File: src/rtl/dcsi_pkg.sv
// Constants, command codes, register map and frame states of the DAC serial command interface.
// Assumes a single 10 MHz ref_clk domain; the serial pins are asynchronous to it.
package dcsi_pkg;

  // Frame layout
  localparam int FRAME_BITS = 16;
  localparam int CMD_W = 4;
  localparam int FIELD_W = FRAME_BITS - CMD_W;
  localparam int CNT_W = 5;
  localparam logic [CNT_W-1:0] CNT_FULL = 5'h10;
  localparam logic [CNT_W-1:0] CNT_LAST = 5'h0f;

  // Command field codes
  localparam logic [CMD_W-1:0] CMD_NOP = 4'h0;
  localparam logic [CMD_W-1:0] CMD_LOAD = 4'h1;
  localparam logic [CMD_W-1:0] CMD_READBACK = 4'h2;
  localparam logic [CMD_W-1:0] CMD_DAISY_OFF = 4'h9;
  localparam logic [CMD_W-1:0] CMD_RISING = 4'ha;
  localparam logic [CMD_W-1:0] CMD_CLR_ZERO = 4'hb;
  localparam logic [CMD_W-1:0] CMD_CLR_MID = 4'hc;

  // Register byte offsets
  localparam logic [3:0] REG_DAC = 4'h0;
  localparam logic [3:0] REG_STATUS = 4'h4;
  localparam logic [3:0] REG_CTRL = 4'h8;
  localparam logic [3:0] REG_LASTCMD = 4'hc;

  // Field positions
  localparam int CTRL_EN_BIT = 0;
  localparam int ST_DAISY_BIT = 0;
  localparam int ST_RISE_BIT = 1;
  localparam int ST_FRAME_BIT = 2;
  localparam int ST_DONE_BIT = 3;
  localparam int ST_CNT_LSB = 8;

  // Reset values
  localparam logic CTRL_EN_RESET = 1'b1;
  localparam logic DAISY_RESET = 1'b1;
  localparam logic RISING_RESET = 1'b0;
  localparam logic [FRAME_BITS-1:0] SHIFT_RESET = 16'h0000;

  typedef enum logic [1:0] {
    FR_IDLE,
    FR_SHIFT,
    FR_DONE
  } dcsi_frame_t;

endpackage

File: src/rtl/dcsi_sync2.sv
// Two-flip-flop synchroniser for a group of independent asynchronous levels.
// Assumes each bit is a slow level or a clock well below half of ref_clk.
`timescale 1ns/100ps
module dcsi_sync2 #(
  parameter int WIDTH = 1
) (
  input wire logic ref_clk,
  input wire logic rst_n,
  input wire logic [WIDTH-1:0] asyncIn,
  output logic [WIDTH-1:0] syncOut
);

  logic [WIDTH-1:0] meta_q;

  // First stage feeds only the second stage
  always_ff @(posedge ref_clk or negedge rst_n) begin
    if (!rst_n) begin
      meta_q <= '0;
      syncOut <= '0;
    end else begin
      meta_q <= asyncIn;
      syncOut <= meta_q;
    end
  end

endmodule // dcsi_sync2

File: src/rtl/dcsi_edge.sv
// Edge detector on an already synchronised level.
// Assumes the input is in the ref_clk domain; reset level is a parameter.
`timescale 1ns/100ps
module dcsi_edge #(
  parameter logic RESET_LEVEL = 1'b0
) (
  input wire logic ref_clk,
  input wire logic rst_n,
  input wire logic level,
  output logic rise,
  output logic fall
);

  logic prev_q;

  always_ff @(posedge ref_clk or negedge rst_n) begin
    if (!rst_n) begin
      prev_q <= RESET_LEVEL;
    end else begin
      prev_q <= level;
    end
  end

  assign rise = level & ~prev_q;
  assign fall = ~level & prev_q;

endmodule // dcsi_edge

File: src/rtl/dcsi_serial_dac_if.sv
// Serial command interface of a current-output converter: frame decode, daisy chain,
// standalone bit counting and an Avalon-MM register view of its state.
// Assumes frameSelN, shiftClk and serialIn come from pins, slower than ref_clk / 4.
`timescale 1ns/100ps
// Operation
// - Frame is 16 bits: 4-bit command on top, left-aligned code after it.
// - Decode nop, load, readback, chain off, rising edge, clear zero, clear midscale.
// - After reset capture on falling clock edges with daisy chain on.
// - After reset the DAC register holds zero.
// - Rising-edge command moves capture to rising shift-clock edges.
// - Clear-to-zero command forces the DAC register to zero.
// - Clear-to-midscale command sets only the top data bit.
// - Readback command puts the DAC register into the shifter for output.
// - Bits are taken only while frame select is low.
// - Daisy chain mode shifts every clock while frame select stays low.
// - Beyond 16 clocks the oldest bits leave on the chain output.
// - Chain output changes on the edge opposite the capture edge.
// - After frame select rises no more bits enter the shifter.
// - Daisy chain mode executes the shifter contents on frame select rising after 16 or more clocks.
// - No-operation command leaves DAC and settings unchanged.
// - Standalone mode clears the bit counter on frame select falling.
// - Standalone frame ended early is aborted with no effect.
// - Standalone mode executes on the sixteenth capture edge.
// - Standalone mode ignores clocks until frame select falls again.
module dcsi_serial_dac_if #(
  parameter int DATA_W = 12
) (
  input wire logic ref_clk,
  input wire logic rst_n,
  input wire logic frameSelN,
  input wire logic shiftClk,
  input wire logic serialIn,
  output logic chainOut,
  output logic [DATA_W-1:0] dacCode,
  input wire logic [3:0] avs_address,
  input wire logic avs_read,
  input wire logic avs_write,
  input wire logic [31:0] avs_writedata,
  input wire logic [3:0] avs_byteenable,
  output logic [31:0] avs_readdata,
  output logic avs_waitrequest
);

  localparam int PAD = dcsi_pkg::FIELD_W - DATA_W;

  // Pin synchronisation and edge finding
  logic [2:0] pinSync;
  logic frameSync;
  logic clkSync;
  logic dinSync;
  logic frameRise;
  logic frameFall;
  logic clkRise;
  logic clkFall;

  // Frame select enters inverted so the synchroniser's zero reset reads as idle high
  dcsi_sync2 #(
    .WIDTH(3)
  ) u_sync (
    .ref_clk(ref_clk),
    .rst_n(rst_n),
    .asyncIn({~frameSelN, shiftClk, serialIn}),
    .syncOut(pinSync)
  );

  assign frameSync = ~pinSync[2];
  assign clkSync = pinSync[1];
  assign dinSync = pinSync[0];

  // Reset level high so a frame select idling high gives no false edge
  dcsi_edge #(
    .RESET_LEVEL(1'b1)
  ) u_frame_edge (
    .ref_clk(ref_clk),
    .rst_n(rst_n),
    .level(frameSync),
    .rise(frameRise),
    .fall(frameFall)
  );

  dcsi_edge #(
    .RESET_LEVEL(1'b0)
  ) u_clk_edge (
    .ref_clk(ref_clk),
    .rst_n(rst_n),
    .level(clkSync),
    .rise(clkRise),
    .fall(clkFall)
  );

  // State
  dcsi_pkg::dcsi_frame_t frameState_q;
  dcsi_pkg::dcsi_frame_t frameState_d;
  logic [dcsi_pkg::FRAME_BITS-1:0] shiftReg_q;
  logic [dcsi_pkg::FRAME_BITS-1:0] shiftReg_d;
  logic [dcsi_pkg::CNT_W-1:0] bitCount_q;
  logic [dcsi_pkg::CNT_W-1:0] bitCount_d;
  logic [DATA_W-1:0] dacCode_q;
  logic [DATA_W-1:0] dacCode_d;
  logic daisy_q;
  logic daisy_d;
  logic rising_q;
  logic rising_d;
  logic chainOut_q;
  logic ctrlEn_q;
  logic [dcsi_pkg::CMD_W-1:0] lastCmd_q;
  logic ack_q;
  logic [31:0] readData_q;

  // Edge selection
  wire captureEdge = rising_q ? clkRise : clkFall;
  wire driveEdge = rising_q ? clkFall : clkRise;
  wire frameLow = ~frameSync;
  wire shifting = (frameState_q == dcsi_pkg::FR_SHIFT);
  wire takeBit = shifting & frameLow & ~frameRise & captureEdge;
  wire [dcsi_pkg::FRAME_BITS-1:0] nextWord = {shiftReg_q[dcsi_pkg::FRAME_BITS-2:0], dinSync};

  // Execute points
  wire standaloneExec = takeBit & ~daisy_q & (bitCount_q == dcsi_pkg::CNT_LAST);
  wire daisyExec = shifting & frameRise & daisy_q & (bitCount_q == dcsi_pkg::CNT_FULL);
  wire execNow = standaloneExec | daisyExec;
  wire [dcsi_pkg::FRAME_BITS-1:0] execWord = standaloneExec ? nextWord : shiftReg_q;
  wire [dcsi_pkg::CMD_W-1:0] execCmd = execWord[dcsi_pkg::FRAME_BITS-1 -: dcsi_pkg::CMD_W];
  // Narrow variants simply drop the trailing bits
  wire [DATA_W-1:0] execData = execWord[dcsi_pkg::FIELD_W-1 -: DATA_W];

  // Command decode
  wire cmdLoad = execNow & (execCmd == dcsi_pkg::CMD_LOAD);
  wire cmdReadback = execNow & (execCmd == dcsi_pkg::CMD_READBACK);
  wire cmdDaisyOff = execNow & (execCmd == dcsi_pkg::CMD_DAISY_OFF);
  wire cmdRising = execNow & (execCmd == dcsi_pkg::CMD_RISING);
  wire cmdZero = execNow & (execCmd == dcsi_pkg::CMD_CLR_ZERO);
  wire cmdMid = execNow & (execCmd == dcsi_pkg::CMD_CLR_MID);
  wire [DATA_W-1:0] midCode = DATA_W'(1) << (DATA_W - 1);
  wire [dcsi_pkg::FIELD_W-1:0] readbackField = dcsi_pkg::FIELD_W'(dacCode_q) << PAD;
  wire [dcsi_pkg::FRAME_BITS-1:0] readbackWord = {dcsi_pkg::CMD_NOP, readbackField};

  // Settings and DAC register: nop and reserved codes fall through every branch
  always_comb begin
    dacCode_d = dacCode_q;
    if (cmdLoad) begin
      dacCode_d = execData;
    end else if (cmdZero) begin
      dacCode_d = '0;
    end else if (cmdMid) begin
      dacCode_d = midCode;
    end
  end

  // No command sets these back; only reset restores them
  assign daisy_d = daisy_q & ~cmdDaisyOff;
  assign rising_d = rising_q | cmdRising;

  // Frame sequencing and bit counting
  always_comb begin
    frameState_d = frameState_q;
    shiftReg_d = shiftReg_q;
    bitCount_d = bitCount_q;
    case (frameState_q)
      dcsi_pkg::FR_IDLE: begin
        if (frameFall & ctrlEn_q) begin
          frameState_d = dcsi_pkg::FR_SHIFT;
          bitCount_d = '0;
        end
      end
      dcsi_pkg::FR_SHIFT: begin
        if (frameRise) begin
          // Short standalone frame ends here with no effect
          frameState_d = dcsi_pkg::FR_IDLE;
        end else if (takeBit) begin
          shiftReg_d = nextWord;
          if (bitCount_q != dcsi_pkg::CNT_FULL) begin
            bitCount_d = bitCount_q + 1'b1;
          end
          if (standaloneExec) begin
            frameState_d = dcsi_pkg::FR_DONE;
          end
        end
      end
      dcsi_pkg::FR_DONE: begin
        if (frameRise) begin
          frameState_d = dcsi_pkg::FR_IDLE;
        end
      end
      default: begin
        frameState_d = dcsi_pkg::FR_IDLE;
      end
    endcase
    if (cmdReadback) begin
      shiftReg_d = readbackWord;
    end
  end

  always_ff @(posedge ref_clk or negedge rst_n) begin
    if (!rst_n) begin
      frameState_q <= dcsi_pkg::FR_IDLE;
      shiftReg_q <= dcsi_pkg::SHIFT_RESET;
      bitCount_q <= '0;
      dacCode_q <= '0;
      daisy_q <= dcsi_pkg::DAISY_RESET;
      rising_q <= dcsi_pkg::RISING_RESET;
    end else begin
      frameState_q <= frameState_d;
      shiftReg_q <= shiftReg_d;
      bitCount_q <= bitCount_d;
      dacCode_q <= dacCode_d;
      daisy_q <= daisy_d;
      rising_q <= rising_d;
    end
  end

  // Chain output follows the shifter top bit on the non-capture edge
  always_ff @(posedge ref_clk or negedge rst_n) begin
    if (!rst_n) begin
      chainOut_q <= 1'b0;
    end else if (shifting & frameLow & driveEdge) begin
      chainOut_q <= shiftReg_q[dcsi_pkg::FRAME_BITS-1];
    end
  end

  always_ff @(posedge ref_clk or negedge rst_n) begin
    if (!rst_n) begin
      lastCmd_q <= dcsi_pkg::CMD_NOP;
    end else if (execNow) begin
      lastCmd_q <= execCmd;
    end
  end

  assign chainOut = chainOut_q;
  assign dacCode = dacCode_q;

  // Avalon-MM slave: one wait cycle, then the access completes
  wire busReq = avs_read | avs_write;
  wire busWriteDone = avs_write & ack_q;
  wire selCtrl = (avs_address == dcsi_pkg::REG_CTRL);
  wire [31:0] statusWord = {{(32 - dcsi_pkg::ST_CNT_LSB - dcsi_pkg::CNT_W){1'b0}}, bitCount_q, 4'h0,
    (frameState_q == dcsi_pkg::FR_DONE), shifting, rising_q, daisy_q};
  wire [31:0] readMux = (avs_address == dcsi_pkg::REG_DAC) ? 32'(dacCode_q) :
    (avs_address == dcsi_pkg::REG_STATUS) ? statusWord :
    selCtrl ? 32'(ctrlEn_q) :
    (avs_address == dcsi_pkg::REG_LASTCMD) ? 32'(lastCmd_q) : 32'h0000_0000;

  assign avs_waitrequest = busReq & ~ack_q;
  assign avs_readdata = readData_q;

  always_ff @(posedge ref_clk or negedge rst_n) begin
    if (!rst_n) begin
      ack_q <= 1'b0;
      readData_q <= 32'h0000_0000;
    end else begin
      ack_q <= busReq & ~ack_q;
      if (avs_read & ~ack_q) begin
        readData_q <= readMux;
      end
    end
  end

  // Clearing the enable stops new frames; a frame in progress completes
  always_ff @(posedge ref_clk or negedge rst_n) begin
    if (!rst_n) begin
      ctrlEn_q <= dcsi_pkg::CTRL_EN_RESET;
    end else if (busWriteDone & selCtrl & avs_byteenable[0]) begin
      ctrlEn_q <= avs_writedata[dcsi_pkg::CTRL_EN_BIT];
    end
  end
endmodule // dcsi_serial_dac_if

File: config.mk
export PLATFORM = sky130hd
export DESIGN_NAME = dcsi_serial_dac_if
export DESIGN_NICKNAME = d
export VERILOG_FILES = /design/src/rtl/dcsi_pkg.sv /design/src/rtl/dcsi_sync2.sv /design/src/rtl/dcsi_edge.sv /design/src/rtl/dcsi_serial_dac_if.sv
export SDC_FILE = /design/constraint.sdc
export NUM_CORES = 1
export LEC_CHECK = 0
export BUFFER_PORTS_ARGS = -buffer_cell sky130_fd_sc_hd__buf_4
export CELL_PAD_IN_SITES_DETAIL_PLACEMENT = 1
export CELL_PAD_IN_SITES_GLOBAL_PLACEMENT = 1
export CORE_ASPECT_RATIO = 1.25
export CORE_MARGIN = 1
export CORE_UTILIZATION = 40
export DETAILED_ROUTE_END_ITERATION = 12
export MAX_ROUTING_LAYER = met4
export PLACE_DENSITY_LB_ADDON = 0.05
export SETUP_SLACK_MARGIN = 0.5
export SYNTH_ARGS = -nofsm -noshare
export SYNTH_HDL_FRONTEND = slang
export SYNTH_SLANG_ARGS = --single-unit
File: constraint.sdc
create_clock -name ref_clk -period 3.1 [get_ports ref_clk]
set_input_delay 0.155 -clock ref_clk [delete_from_list [all_inputs] [get_ports ref_clk]]
set_output_delay 0.155 -clock ref_clk [all_outputs]
set_load 0.02 [all_outputs]
==> results of run 1 <==
[cells by family after synthesis]
logic type | Yosys count | synth area share
flops | 65 | 0.4831
simple gates | 84 | 0.1313
other cells | 1 | 0.001111
buf+inv | 53 | 0.08157
fa+ha+maj | 3 | 0.01112
compound gates | 101 | 0.2032
mux | 28 | 0.08861
[final cells by class]
type | instances | area, µm²
Clock inverter | 5 | 55.05
Sequential cell | 65 | 1632
Timing Repair Buffer | 58 | 483.0
Tap cell | 97 | 121.4
Multi-Input combinational cell | 235 | 1559
Clock buffer | 11 | 141.4
Fill cell | 935 | 4158
Inverter | 12 | 45.04
[metrics by stage]
stage / setup WS [ns] / hold slack [ns] / cells / power [mW] / instance area [µm²]
floorplan: 0.6485 / -0.1406 / 353 / 1.038 / 3442
global placement: 0.3561 / 0.2643 / 460 / 1.095 / 3732
detailed placement: 0.3507 / 0.2653 / 460 / 1.103 / 3732
CTS: 0.5367 / 0.02147 / 482 / 1.845 / 4016
global route: 0.4395 / 0.03452 / 483 / 1.908 / 4036
finish: 0.5465 / 0.03643 / 483 / 1.828 / 4036
[power groups by stage]
stage | Clock [mW] | Sequential (mW) | Combinational [mW]
2_1_floorplan | 0 | 0.921 | 0.118
3_3_place_gp | 0 | 0.923 | 0.172
3_5_place_dp | 0 | 0.925 | 0.178
4_1_cts | 0.754 | 0.909 | 0.182
5_1_grt | 0.788 | 0.913 | 0.208
6_report | 0.733 | 0.910 | 0.186
[registers in the layout, summed over array words and instances (netlist names)]
signal / flops
ack_q: 1
avs_readdata: 13
bitCount_q: 5
chainOut: 1
ctrlEn_q: 1
dacCode: 12
daisy_q: 1
frameState_q: 2
lastCmd_q: 4
rising_q: 1
shiftReg_q: 16
u_clk_edge.prev_q: 1
u_frame_edge.prev_q: 1
u_sync.meta_q: 3
u_sync.syncOut: 3
[path summary, 6_finish.rpt]
path / end / slack (ns)
max: dacCode[10]$_DFFE_PN0P_ / 0.55
min: ctrlEn_q$_DFFE_PN1P_ / 0.04
max reg2reg: dacCode[10]$_DFFE_PN0P_ / 0.55
min reg2reg: u_sync.syncOut[2]$_DFF_PN0_ / 0.35
max in group asynchronous: bitCount_q[1]$_DFFE_PN0P_ / 2.07
min in group asynchronous: bitCount_q[0]$_DFFE_PN0P_ / 0.45
[cell usage after synthesis, drive strengths merged, types with 2 or more instances]
library cell,instances,share of area
a22oi,5,0.011
nor2,12,0.013
o31a,2,0.0052
a22o,15,0.039
nand3,6,0.0089
o2bb2ai,11,0.029
mux2,5,0.017
a32o,2,0.0059
o21ai,35,0.052
nor4,14,0.026
mux2i,22,0.065
a21oi,17,0.025
nand2b,2,0.0037
nor3,3,0.0044
dfstp,3,0.023
nor2b,3,0.0056
nor4b,2,0.0052
ha,3,0.011
and3,3,0.0056
nand3b,3,0.0067
inv,12,0.013
nand2,27,0.030
and2,2,0.0037
a2bb2oi,2,0.0052
dfrtp,62,0.46
clkbuf,18,0.020
buf,23,0.048
a31oi,6,0.011
[what timing repair did]
action / in CTS / in global routing
endpoints found under the hold margin: 65 / 0
resized for setup: 3 / 6
buffers inserted: 1 / 0
endpoints found under the setup margin: 11 / 24
gates cloned: 1 / 1
hold buffers: 4 / 0
pin swaps: 1 / 0
[metal layers]
metal  share of wire  global-route usage  wire (µm)
met5               0                   -          0
met4           0.012             0.08867        104
met1            0.45              0.2779       4027
met3           0.034             0.03870        303
met2            0.50              0.3653       4479
==> impl_metrics.json, run 1 <==
{
  "async_flop_share": 1.000,
  "max_freq_ghz": 0.3916,
  "route.detailed.drc": 15,
  "tritoncts": "built",
  "cp_slowest_cell": "or3b_1",
  "dieArea_um2": 8810,
  "cts_max_level": 3,
  "die_h_um": 104.7,
  "drt-total-wl_um": 8915,
  "gr-total-overflow": 0,
  "io_pins": 93,
  "postSynthCellCount": 335,
  "syn2layout_area_growth_pct": 19.61,
  "initial_core_util": 0.4118,
  "slew_headroom": 0.4229,
  "core_area_um2": 8194,
  "crit_path_cell_trace": "or3b_1, a2111oi_4, buf_12, mux2_2, a21oi_2, buf_4, o2bb2ai_1",
  "track_usage": 0.2244,
  "fin_util": 0.4926,
  "num_rows": 37,
  "hold_class": "in -> reg",
  "switching_share": 0.2664,
  "wl_per_cell_um": 18.46,
  "layout_commonest_cell": "dfrtp_1",
  "maxSlewViolCount": 0,
  "p_sw_mw": 0.4870,
  "worst_r2r_path_depth": 7,
  "netlist_area_um2": 3374,
  "power_frac_comb": 0.101,
  "io_buffers": 39,
  "vias": 2711,
  "violations": "DRC",
  "finalCriticalPeriod_ns": 2.553,
  "worstMarginPinSlew_ns": 0.8537,
  "rsz0062_at_grt": "yes",
  "power_density_nw_per_um2": 452.9,
  "ant_nets": 0,
  "cts-root-buf": "clkbuf_8",
  "synth-seq-cells": 65,
  "cts_max_path_buffers": 2,
  "synth_ff_type": "dfrtp_1",
  "hold_start": "avs_writedata[0]",
  "skew_ns": 0.009055,
  "firstDrtPassIters": 8,
  "grt_pass1_wl_um": 14610,
  "ys_seq_area_frac": 0.4831,
  "hold_viol_final": 0,
  "clock_latency_ns": 0.36,
  "p_int_mw": 1.341,
  "drt-initial-drc-count": 108,
  "setup_viol": 0,
  "rr_startpoint": "u_sync.syncOut[1]$_DFF_PN0_",
  "gp_congestion": 0.7212,
  "avgSynthCellArea_um2": 10.07,
  "p_clk_frac": 0.401,
  "final_cell_mix": "61 x dfrtp_1, 52 x buf_4, 35 x o21ai_0, 27 x nand2_1, 21 x mux2i_1",
  "grt_pass1_vias": 2826,
  "fin_crit_sh": 0.8237,
  "routed_via_density": 5.613,
  "power.leakage_nw": 1.787,
  "ys_warn_count": 0,
  "seq_power_share": 0.498,
  "worstSetupStartpoint": "u_sync.syncOut[1]$_DFF_PN0_",
  "dp_hpwl_um": 5869,
  "whs_path_depth": 2,
  "cts_made_buffers": 9,
  "synth_edf_count": 0,
  "cp_top_family": "compound AO/OA/AOI/OAI gates",
  "ir_drop_v": 0.0002474,
  "nets": 431,
  "clkTransAtPathRegs_ns": 0.07,
  "synth.distinct_cells": 44,
  "path_buf_inv": 2,
  "startpoint_type": "flop",
  "cp.arrival_ns": 2.79,
  "drive_gt1_frac": 0.2254,
  "cap_violations": 0,
  "antenna-diode-count": 0,
  "critical_path_class": "reg -> reg",
  "required_ns": 3.33,
  "grt_max_degree": 66,
  "end_kind": "flop",
  "cp.depth": 7,
  "status": "finished, violations left",
  "cts_sinks": 65,
  "final.setup.tns_ns": 0,
  "antenna_found_initial": 0,
  "die_w_um": 84.15,
  "worstPathMaxFanout": 13,
  "slowest_delay_ns": 0.48
}
Note: power is estimated with default switching activity, not from simulation.
==> run 2: changes to the inputs <==
--- a/config.mk
+++ b/config.mk
@@ -5,12 +5,13 @@
 export SDC_FILE = /design/constraint.sdc
 export NUM_CORES = 1
 export LEC_CHECK = 0
+export ABC_AREA = 1
 export BUFFER_PORTS_ARGS = -buffer_cell sky130_fd_sc_hd__buf_4
 export CELL_PAD_IN_SITES_DETAIL_PLACEMENT = 1
 export CELL_PAD_IN_SITES_GLOBAL_PLACEMENT = 1
 export CORE_ASPECT_RATIO = 1.25
 export CORE_MARGIN = 1
-export CORE_UTILIZATION = 40
+export CORE_UTILIZATION = 39
 export DETAILED_ROUTE_END_ITERATION = 12
 export MAX_ROUTING_LAYER = met4
 export PLACE_DENSITY_LB_ADDON = 0.05
==> constraint.sdc (replaced) <==
create_clock -name ref_clk -period 2.5 [get_ports ref_clk]
set_input_delay 0.125 -clock ref_clk [delete_from_list [all_inputs] [get_ports ref_clk]]
set_output_delay 0.125 -clock ref_clk [all_outputs]
set_load 0.02 [all_outputs]
==> run 2 against run 1 <==
Via count rose by 14%. The run now ends clean. Register-to-register slack got worse by 0.41 ns. First-iteration DRC count fell by 7.4%. Global-route usage rose by 0.61 points. Core utilization rose by 4.5 points. Count of clock-buffer cells in the layout increased by 2. Critical path type unchanged. Total power is 50% higher. Worst setup slack lost 0.41 ns. Clock power is 86% higher. Wire length is 16% higher. Cell area is 21% higher.
==> impl_metrics.json, run 2 <==
{
  "postSynthCellCount": 431,
  "yosysTopAreaCell": "dfrtp_1",
  "cp.arrival_ns": 2.57,
  "cap_violations": 0,
  "synth.distinct_cells": 38,
  "synth_edf_count": 0,
  "fin_util": 0.5374,
  "ys_warn_count": 0,
  "antenna_found_initial": 0,
  "critical_path_class": "reg -> reg",
  "hold_start": "avs_writedata[0]",
  "track_usage": 0.2305,
  "fin_hold_ws_ns": 0.02808,
  "route.detailed.drc": 0,
  "syn2layout_area_growth_pct": 34.21,
  "power.leakage_nw": 2.336,
  "largest-register": "shiftReg_q",
  "drive_gt1_frac": 0.3840,
  "die_w_um": 88.57,
  "min_delay_worst_endpoint": "ctrlEn_q$_DFFE_PN1P_",
  "end_kind": "flop",
  "startpoint_type": "flop",
  "synth_commonest_cells": "88 x nand2_1, 62 x dfrtp_1, 46 x nor2_1, 45 x inv_1, 27 x nand3_1",
  "layout_commonest_cell": "nand2_1",
  "io_pins": 93,
  "fin_area_um2": 4903,
  "synthMostInstantiatedCell": "nand2_1",
  "worst_r2r_path_depth": 13,
  "timing.rr.end": "shiftReg_q[7]$_DFFE_PN0P_",
  "hold_class": "in -> reg",
  "cts_made_buffers": 9,
  "synth_top_area_frac": 0.4247,
  "drt-total-wl_um": 10370,
  "hold_viol_final": 0,
  "wl_per_cell_um": 16.31,
  "clkTransAtPathRegs_ns": 0.06,
  "synth_ff_type": "dfrtp_1",
  "worstMarginPinSlew_ns": 0.8471,
  "synth-seq-cells": 65,
  "nets": 558,
  "finalCriticalPeriod_ns": 2.359,
  "clock_latency_ns": 0.33,
  "largest_reg_flops": 16,
  "gp_congestion": 0.8073,
  "routed_via_density": 4.876,
  "dieArea_um2": 9762,
  "netlist_area_um2": 3654,
  "ant_nets": 0,
  "ir_drop_v": 0.0002699,
  "num_rows": 39,
  "cts_sinks": 65,
  "vias": 3101,
  "worstPathMaxFanout": 8,
  "firstDrtPassIters": 4,
  "cts-root-buf": "clkbuf_16",
  "post_dp_cell_area_um2": 4044,
  "fin_crit_sh": 0.9435,
  "whs_path_depth": 2,
  "drt-initial-drc-count": 100,
  "cts_max_level": 3,
  "grt_max_degree": 66,
  "tritoncts": "built",
  "core_area_um2": 9125,
  "dp_hpwl_um": 6603,
  "grt_pass1_wl_um": 16100,
  "rr_startpoint": "bitCount_q[3]$_DFFE_PN0P_",
  "initial_core_util": 0.4004,
  "final_cell_mix": "75 x nand2_1, 65 x buf_4, 62 x dfrtp_1, 43 x nor2_1, 41 x inv_1",
  "rsz0062_at_grt": "yes",
  "cts_max_path_buffers": 2,
  "antenna-diode-count": 0,
  "max_freq_ghz": 0.4239,
  "gr-total-overflow": 0,
  "maxSlewViolCount": 0,
  "status": "complete, no violations",
  "skew_ns": 0.006305,
  "ys_seq_area_frac": 0.4462,
  "power_density_nw_per_um2": 560.2,
  "yosys-top-cells-area": "dfrtp_1 42%, nand2_1 9.0%, nor2_1 4.7%",
  "required_ns": 2.72,
  "die_h_um": 110.2,
  "final.setup.tns_ns": 0,
  "grt_pass1_vias": 3198,
  "async_flop_share": 1.000,
  "r2r_slack_ns": 0.14,
  "io_buffers": 39,
  "avgSynthCellArea_um2": 8.477,
  "slew_headroom": 0.4352,
  "setup_viol": 0
}
## run 2: changes by cell type in the layout (fill, tap and decap cells not counted), sizes merged, moves of 10 or more
cell / change
a22o: -15
buf: +23
inv: +40
mux2i: -22
nand2: +82
nand3: +37
nand4: +14
nor2: +43
nor4: -14
o21ai: -10
o2bb2ai: -11
## run 2: logic make-up after synthesis
logic type      Yosys count  synth area share
flops                    65            0.4462
fa+ha+maj                 3           0.01028
buf+inv                  87            0.1274
other cells               1          0.001026
compound gates           44           0.07877
mux                       1          0.003082
simple gates            230            0.3332
## run 2: cell type report
cell class              instances  area (µm²)
well taps                     123       153.9
fillers                      1075        4222
inverters                      52       212.7
repair inverters                1       8.758
repair buffers                 81       689.4
clock inverters                 3       65.06
clock buffers                  13       250.2
multi-input cells             298        1893
flip-flops and latches         65        1630
## run 2: through the flow
step,cells,power (mW),setup slack (ns)
floorplan,449,1.301,0.3584
global placement,590,1.378,0.04293
detailed placement,590,1.382,0.01210
CTS,620,2.758,0.1860
global route,636,2.856,0.05478
finish,636,2.747,0.1412
## run 2: layer usage
metal	up-vias	global-route usage	wire length (µm)
met3	16	0.04244	334
met5	-	-	0
met4	0	0.09562	244
met2	64	0.3857	5424
met1	1511	0.2717	4370
li1	1510	-	-
## run 2: power breakdown
part	switching (mW)	internal [mW]	total (mW)
clock	0.461	0.900	1.36
sequential	0.0259	1.10	1.12
combinational	0.169	0.0954	0.264
total	0.656	2.09	2.75
## run 2: how the worst max path moves through the flow
| stage | from | end | cells after the start |
|---|---|---|---|
| final | bitCount_q[3]$_DFFE_PN0P_ | shiftReg_q[7]$_DFFE_PN0P_ | 13 |
| after global routing | bitCount_q[3]$_DFFE_PN0P_ | dacCode[4]$_DFFE_PN0P_ | 14 |
| after CTS | bitCount_q[1]$_DFFE_PN0P_ | shiftReg_q[7]$_DFFE_PN0P_ | 14 |
| after detailed placement | bitCount_q[1]$_DFFE_PN0P_ | shiftReg_q[6]$_DFFE_PN0P_ | 15 |
| after global placement | bitCount_q[1]$_DFFE_PN0P_ | shiftReg_q[6]$_DFFE_PN0P_ | 15 |
| after floorplan | bitCount_q[0]$_DFFE_PN0P_ | shiftReg_q[0]$_DFFE_PN0P_ | 14 |
## run 2: what timing repair did
| item | 4_1_cts | 5_1_grt |
|---|---|---|
| hold buffers | 4 | 0 |
| setup endpoints to repair | 27 | 31 |
| cloned | 1 | 2 |
| pin swaps | 7 | 11 |
| gates resized for setup | 29 | 37 |
| buffers inserted | 9 | 14 |
| endpoints found under the hold margin | 65 | 0 |
## run 2: critical path, cell delays in order, from the launching register on
cell	delay, ns
dfrtp_1	0.42
inv_1	0.11
nor3_2	0.20
ha_2	0.20
inv_2	0.05
nor2_4	0.12
nand4_4	0.21
o21ai_4	0.25
nand2_4	0.10
nor2_8	0.15
nand2_8	0.13
buf_12	0.18
nand2_4	0.06
nand3_2	0.07
==> run 3: changes to the inputs <==
--- a/config.mk
+++ b/config.mk
@@ -10,7 +10,7 @@
 export CELL_PAD_IN_SITES_DETAIL_PLACEMENT = 1
 export CELL_PAD_IN_SITES_GLOBAL_PLACEMENT = 1
 export CORE_ASPECT_RATIO = 1.25
-export CORE_MARGIN = 1
+export CORE_MARGIN = 4
 export CORE_UTILIZATION = 39
 export DETAILED_ROUTE_END_ITERATION = 12
 export MAX_ROUTING_LAYER = met4
==> run 3 against run 2 <==
Worst setup slack improved by 0.025 ns. Cell count down 1.1%. Flip-flop and latch count unchanged. Combinational power decreased by 2%. Clock power about the same. Core utilization fell by 1.5 points. Sequential share of layout area rose by 0.97 points. Worst hold slack worse by 0.0073 ns. Sequential power is essentially flat. Largest cell class unchanged.
==> impl_metrics.json, run 3 (synthesis gave the netlist of run 2 again) <==
{
  "status": "complete, no violations",
  "hold_viol_final": 0,
  "rr_startpoint": "bitCount_q[1]$_DFFE_PN0P_",
  "fin_hold_ws_ns": 0.02079,
  "routed_via_density": 4.860,
  "die_w_um": 94.57,
  "switching_share": 0.2456,
  "grt_pass1_vias": 3182,
  "required_ns": 2.72,
  "die_h_um": 116.2,
  "post_dp_cell_area_um2": 4056,
  "cts_max_level": 3,
  "antenna-diode-count": 0,
  "fin_cells": 629,
  "rsz0062_at_grt": "yes",
  "vias": 3057,
  "drt-initial-drc-count": 67,
  "track_usage": 0.2002,
  "maxSlewViolCount": 0,
  "p_clk_frac": 0.502,
  "initial_core_util": 0.4004,
  "cap_violations": 0,
  "largest-register": "shiftReg_q",
  "clkTransAtPathRegs_ns": 0.06,
  "clock_latency_ns": 0.34,
  "fin_crit_sh": 0.9335,
  "totalPowerFinal_mw": 2.771,
  "dieArea_um2": 10990,
  "core_area_um2": 9125,
  "critical_path_class": "reg -> reg",
  "num_rows": 39,
  "seq_power_share": 0.405,
  "fin_area_um2": 4765,
  "p_sw_mw": 0.6808,
  "skew_ns": 0.005585,
  "p_int_mw": 2.091,
  "worstSetupStartpoint": "bitCount_q[1]$_DFFE_PN0P_",
  "io_pins": 93,
  "power.leakage_nw": 2.287,
  "worstPathMaxFanout": 8,
  "ir_drop_v": 0.0003435,
  "power_density_nw_per_um2": 581.7,
  "slew_headroom": 0.4261,
  "end_kind": "flop",
  "finalCriticalPeriod_ns": 2.334,
  "cp.arrival_ns": 2.55,
  "io_buffers": 39,
  "hold_class": "in -> reg",
  "hold_start": "avs_writedata[0]",
  "drt-total-wl_um": 10030,
  "startpoint_type": "flop",
  "cts_sinks": 65,
  "grt_max_degree": 66,
  "dp_hpwl_um": 6831,
  "largest_reg_flops": 16,
  "grt_pass1_wl_um": 16100,
  "power_frac_comb": 0.094,
  "final_cell_mix": "80 x nand2_1, 62 x dfrtp_1, 61 x buf_4, 44 x nor2_1, 43 x inv_1",
  "firstDrtPassIters": 4,
  "syn2layout_area_growth_pct": 30.41,
  "final.setup.tns_ns": 0,
  "cts_made_buffers": 9,
  "cts_max_path_buffers": 2,
  "ant_nets": 0,
  "cts-root-buf": "clkbuf_16",
  "antenna_found_initial": 0,
  "wl_per_cell_um": 15.94,
  "gp_congestion": 0.7955,
  "drive_gt1_frac": 0.3577,
  "nets": 551,
  "worstMarginPinSlew_ns": 0.8608,
  "route.detailed.drc": 0,
  "layout_commonest_cell": "nand2_1",
  "setup_viol": 0,
  "gr-total-overflow": 0,
  "tritoncts": "built",
  "placed_cells": 590,
  "max_freq_ghz": 0.4285
}
## run 3: power groups by stage
stage / clock [mW] / sequential, mW / combinational, mW
after floorplan: 0 / 1.15 / 0.147
after global placement: 0 / 1.14 / 0.240
after detailed placement: 0 / 1.14 / 0.246
after CTS: 1.42 / 1.12 / 0.259
after global routing: 1.48 / 1.13 / 0.291
final: 1.39 / 1.12 / 0.259
## run 3: path summary, 6_finish.rpt
| kind | to | slack (ns) | cells after the start |
|---|---|---|---|
| worst max-delay path | shiftReg_q[8]$_DFFE_PN0P_ | 0.17 | 14 |
| worst min-delay path | ctrlEn_q$_DFFE_PN1P_ | 0.02 | 2 |
| worst max register to register | shiftReg_q[8]$_DFFE_PN0P_ | 0.17 | 14 |
| worst min register to register | u_sync.syncOut[0]$_DFF_PN0_ | 0.35 | 0 |
| max in group asynchronous | dacCode[7]$_DFFE_PN0P_ | 1.48 | 2 |
| min in group asynchronous | u_sync.syncOut[2]$_DFF_PN0_ | 0.47 | 2 |
## run 3: critical path: stages (launching register included)
cell       delay, ns
dfrtp_1         0.36
ha_2            0.20
inv_2           0.05
nor3_2          0.12
ha_2            0.20
inv_2           0.05
nor2_4          0.12
nand4_4         0.19
o21ai_4         0.28
nand2_4         0.10
nor2_8          0.13
nand2_8         0.11
clkbuf_16       0.18
nand3_1         0.07
nand3_1         0.07
## run 3: per-layer routing
metal | GRT usage | vias to the layer above | wire, µm
met5 | - | - | 0
met4 | 0.07700 | 0 | 165
met3 | 0.03930 | 14 | 357
met2 | 0.3366 | 50 | 5311
met1 | 0.2369 | 1512 | 4191
li1 | - | 1481 | -
## run 3: timing repair
| action | in CTS | in global routing |
|---|---|---|
| setup endpoints to repair | 28 | 32 |
| gates resized for setup | 24 | 18 |
| pin swaps | 5 | 4 |
| hold buffers | 4 | 0 |
| cloned | 0 | 1 |
| buffers inserted | 11 | 7 |
| hold endpoints to repair | 65 | 0 |
## run 3: area by class of cell
class                           instances  area, µm²
Fill cell                            1093       4360
Inverter                               52      212.7
Timing Repair Buffer                   76      648.1
Clock inverter                          6      91.34
Sequential cell                        65       1630
Multi-Input combinational cell        297       1789
Tap cell                              123      153.9
Clock buffer                           10      239.0
## run 3: per-stage QoR
stage	setup WS, ns	utilization
floorplan	0.3584	-
global placement	0.06521	0.4445
detailed placement	0.04936	0.4445
CTS	0.1668	0.5056
global route	0.04290	0.5221
finish	0.1662	0.5221
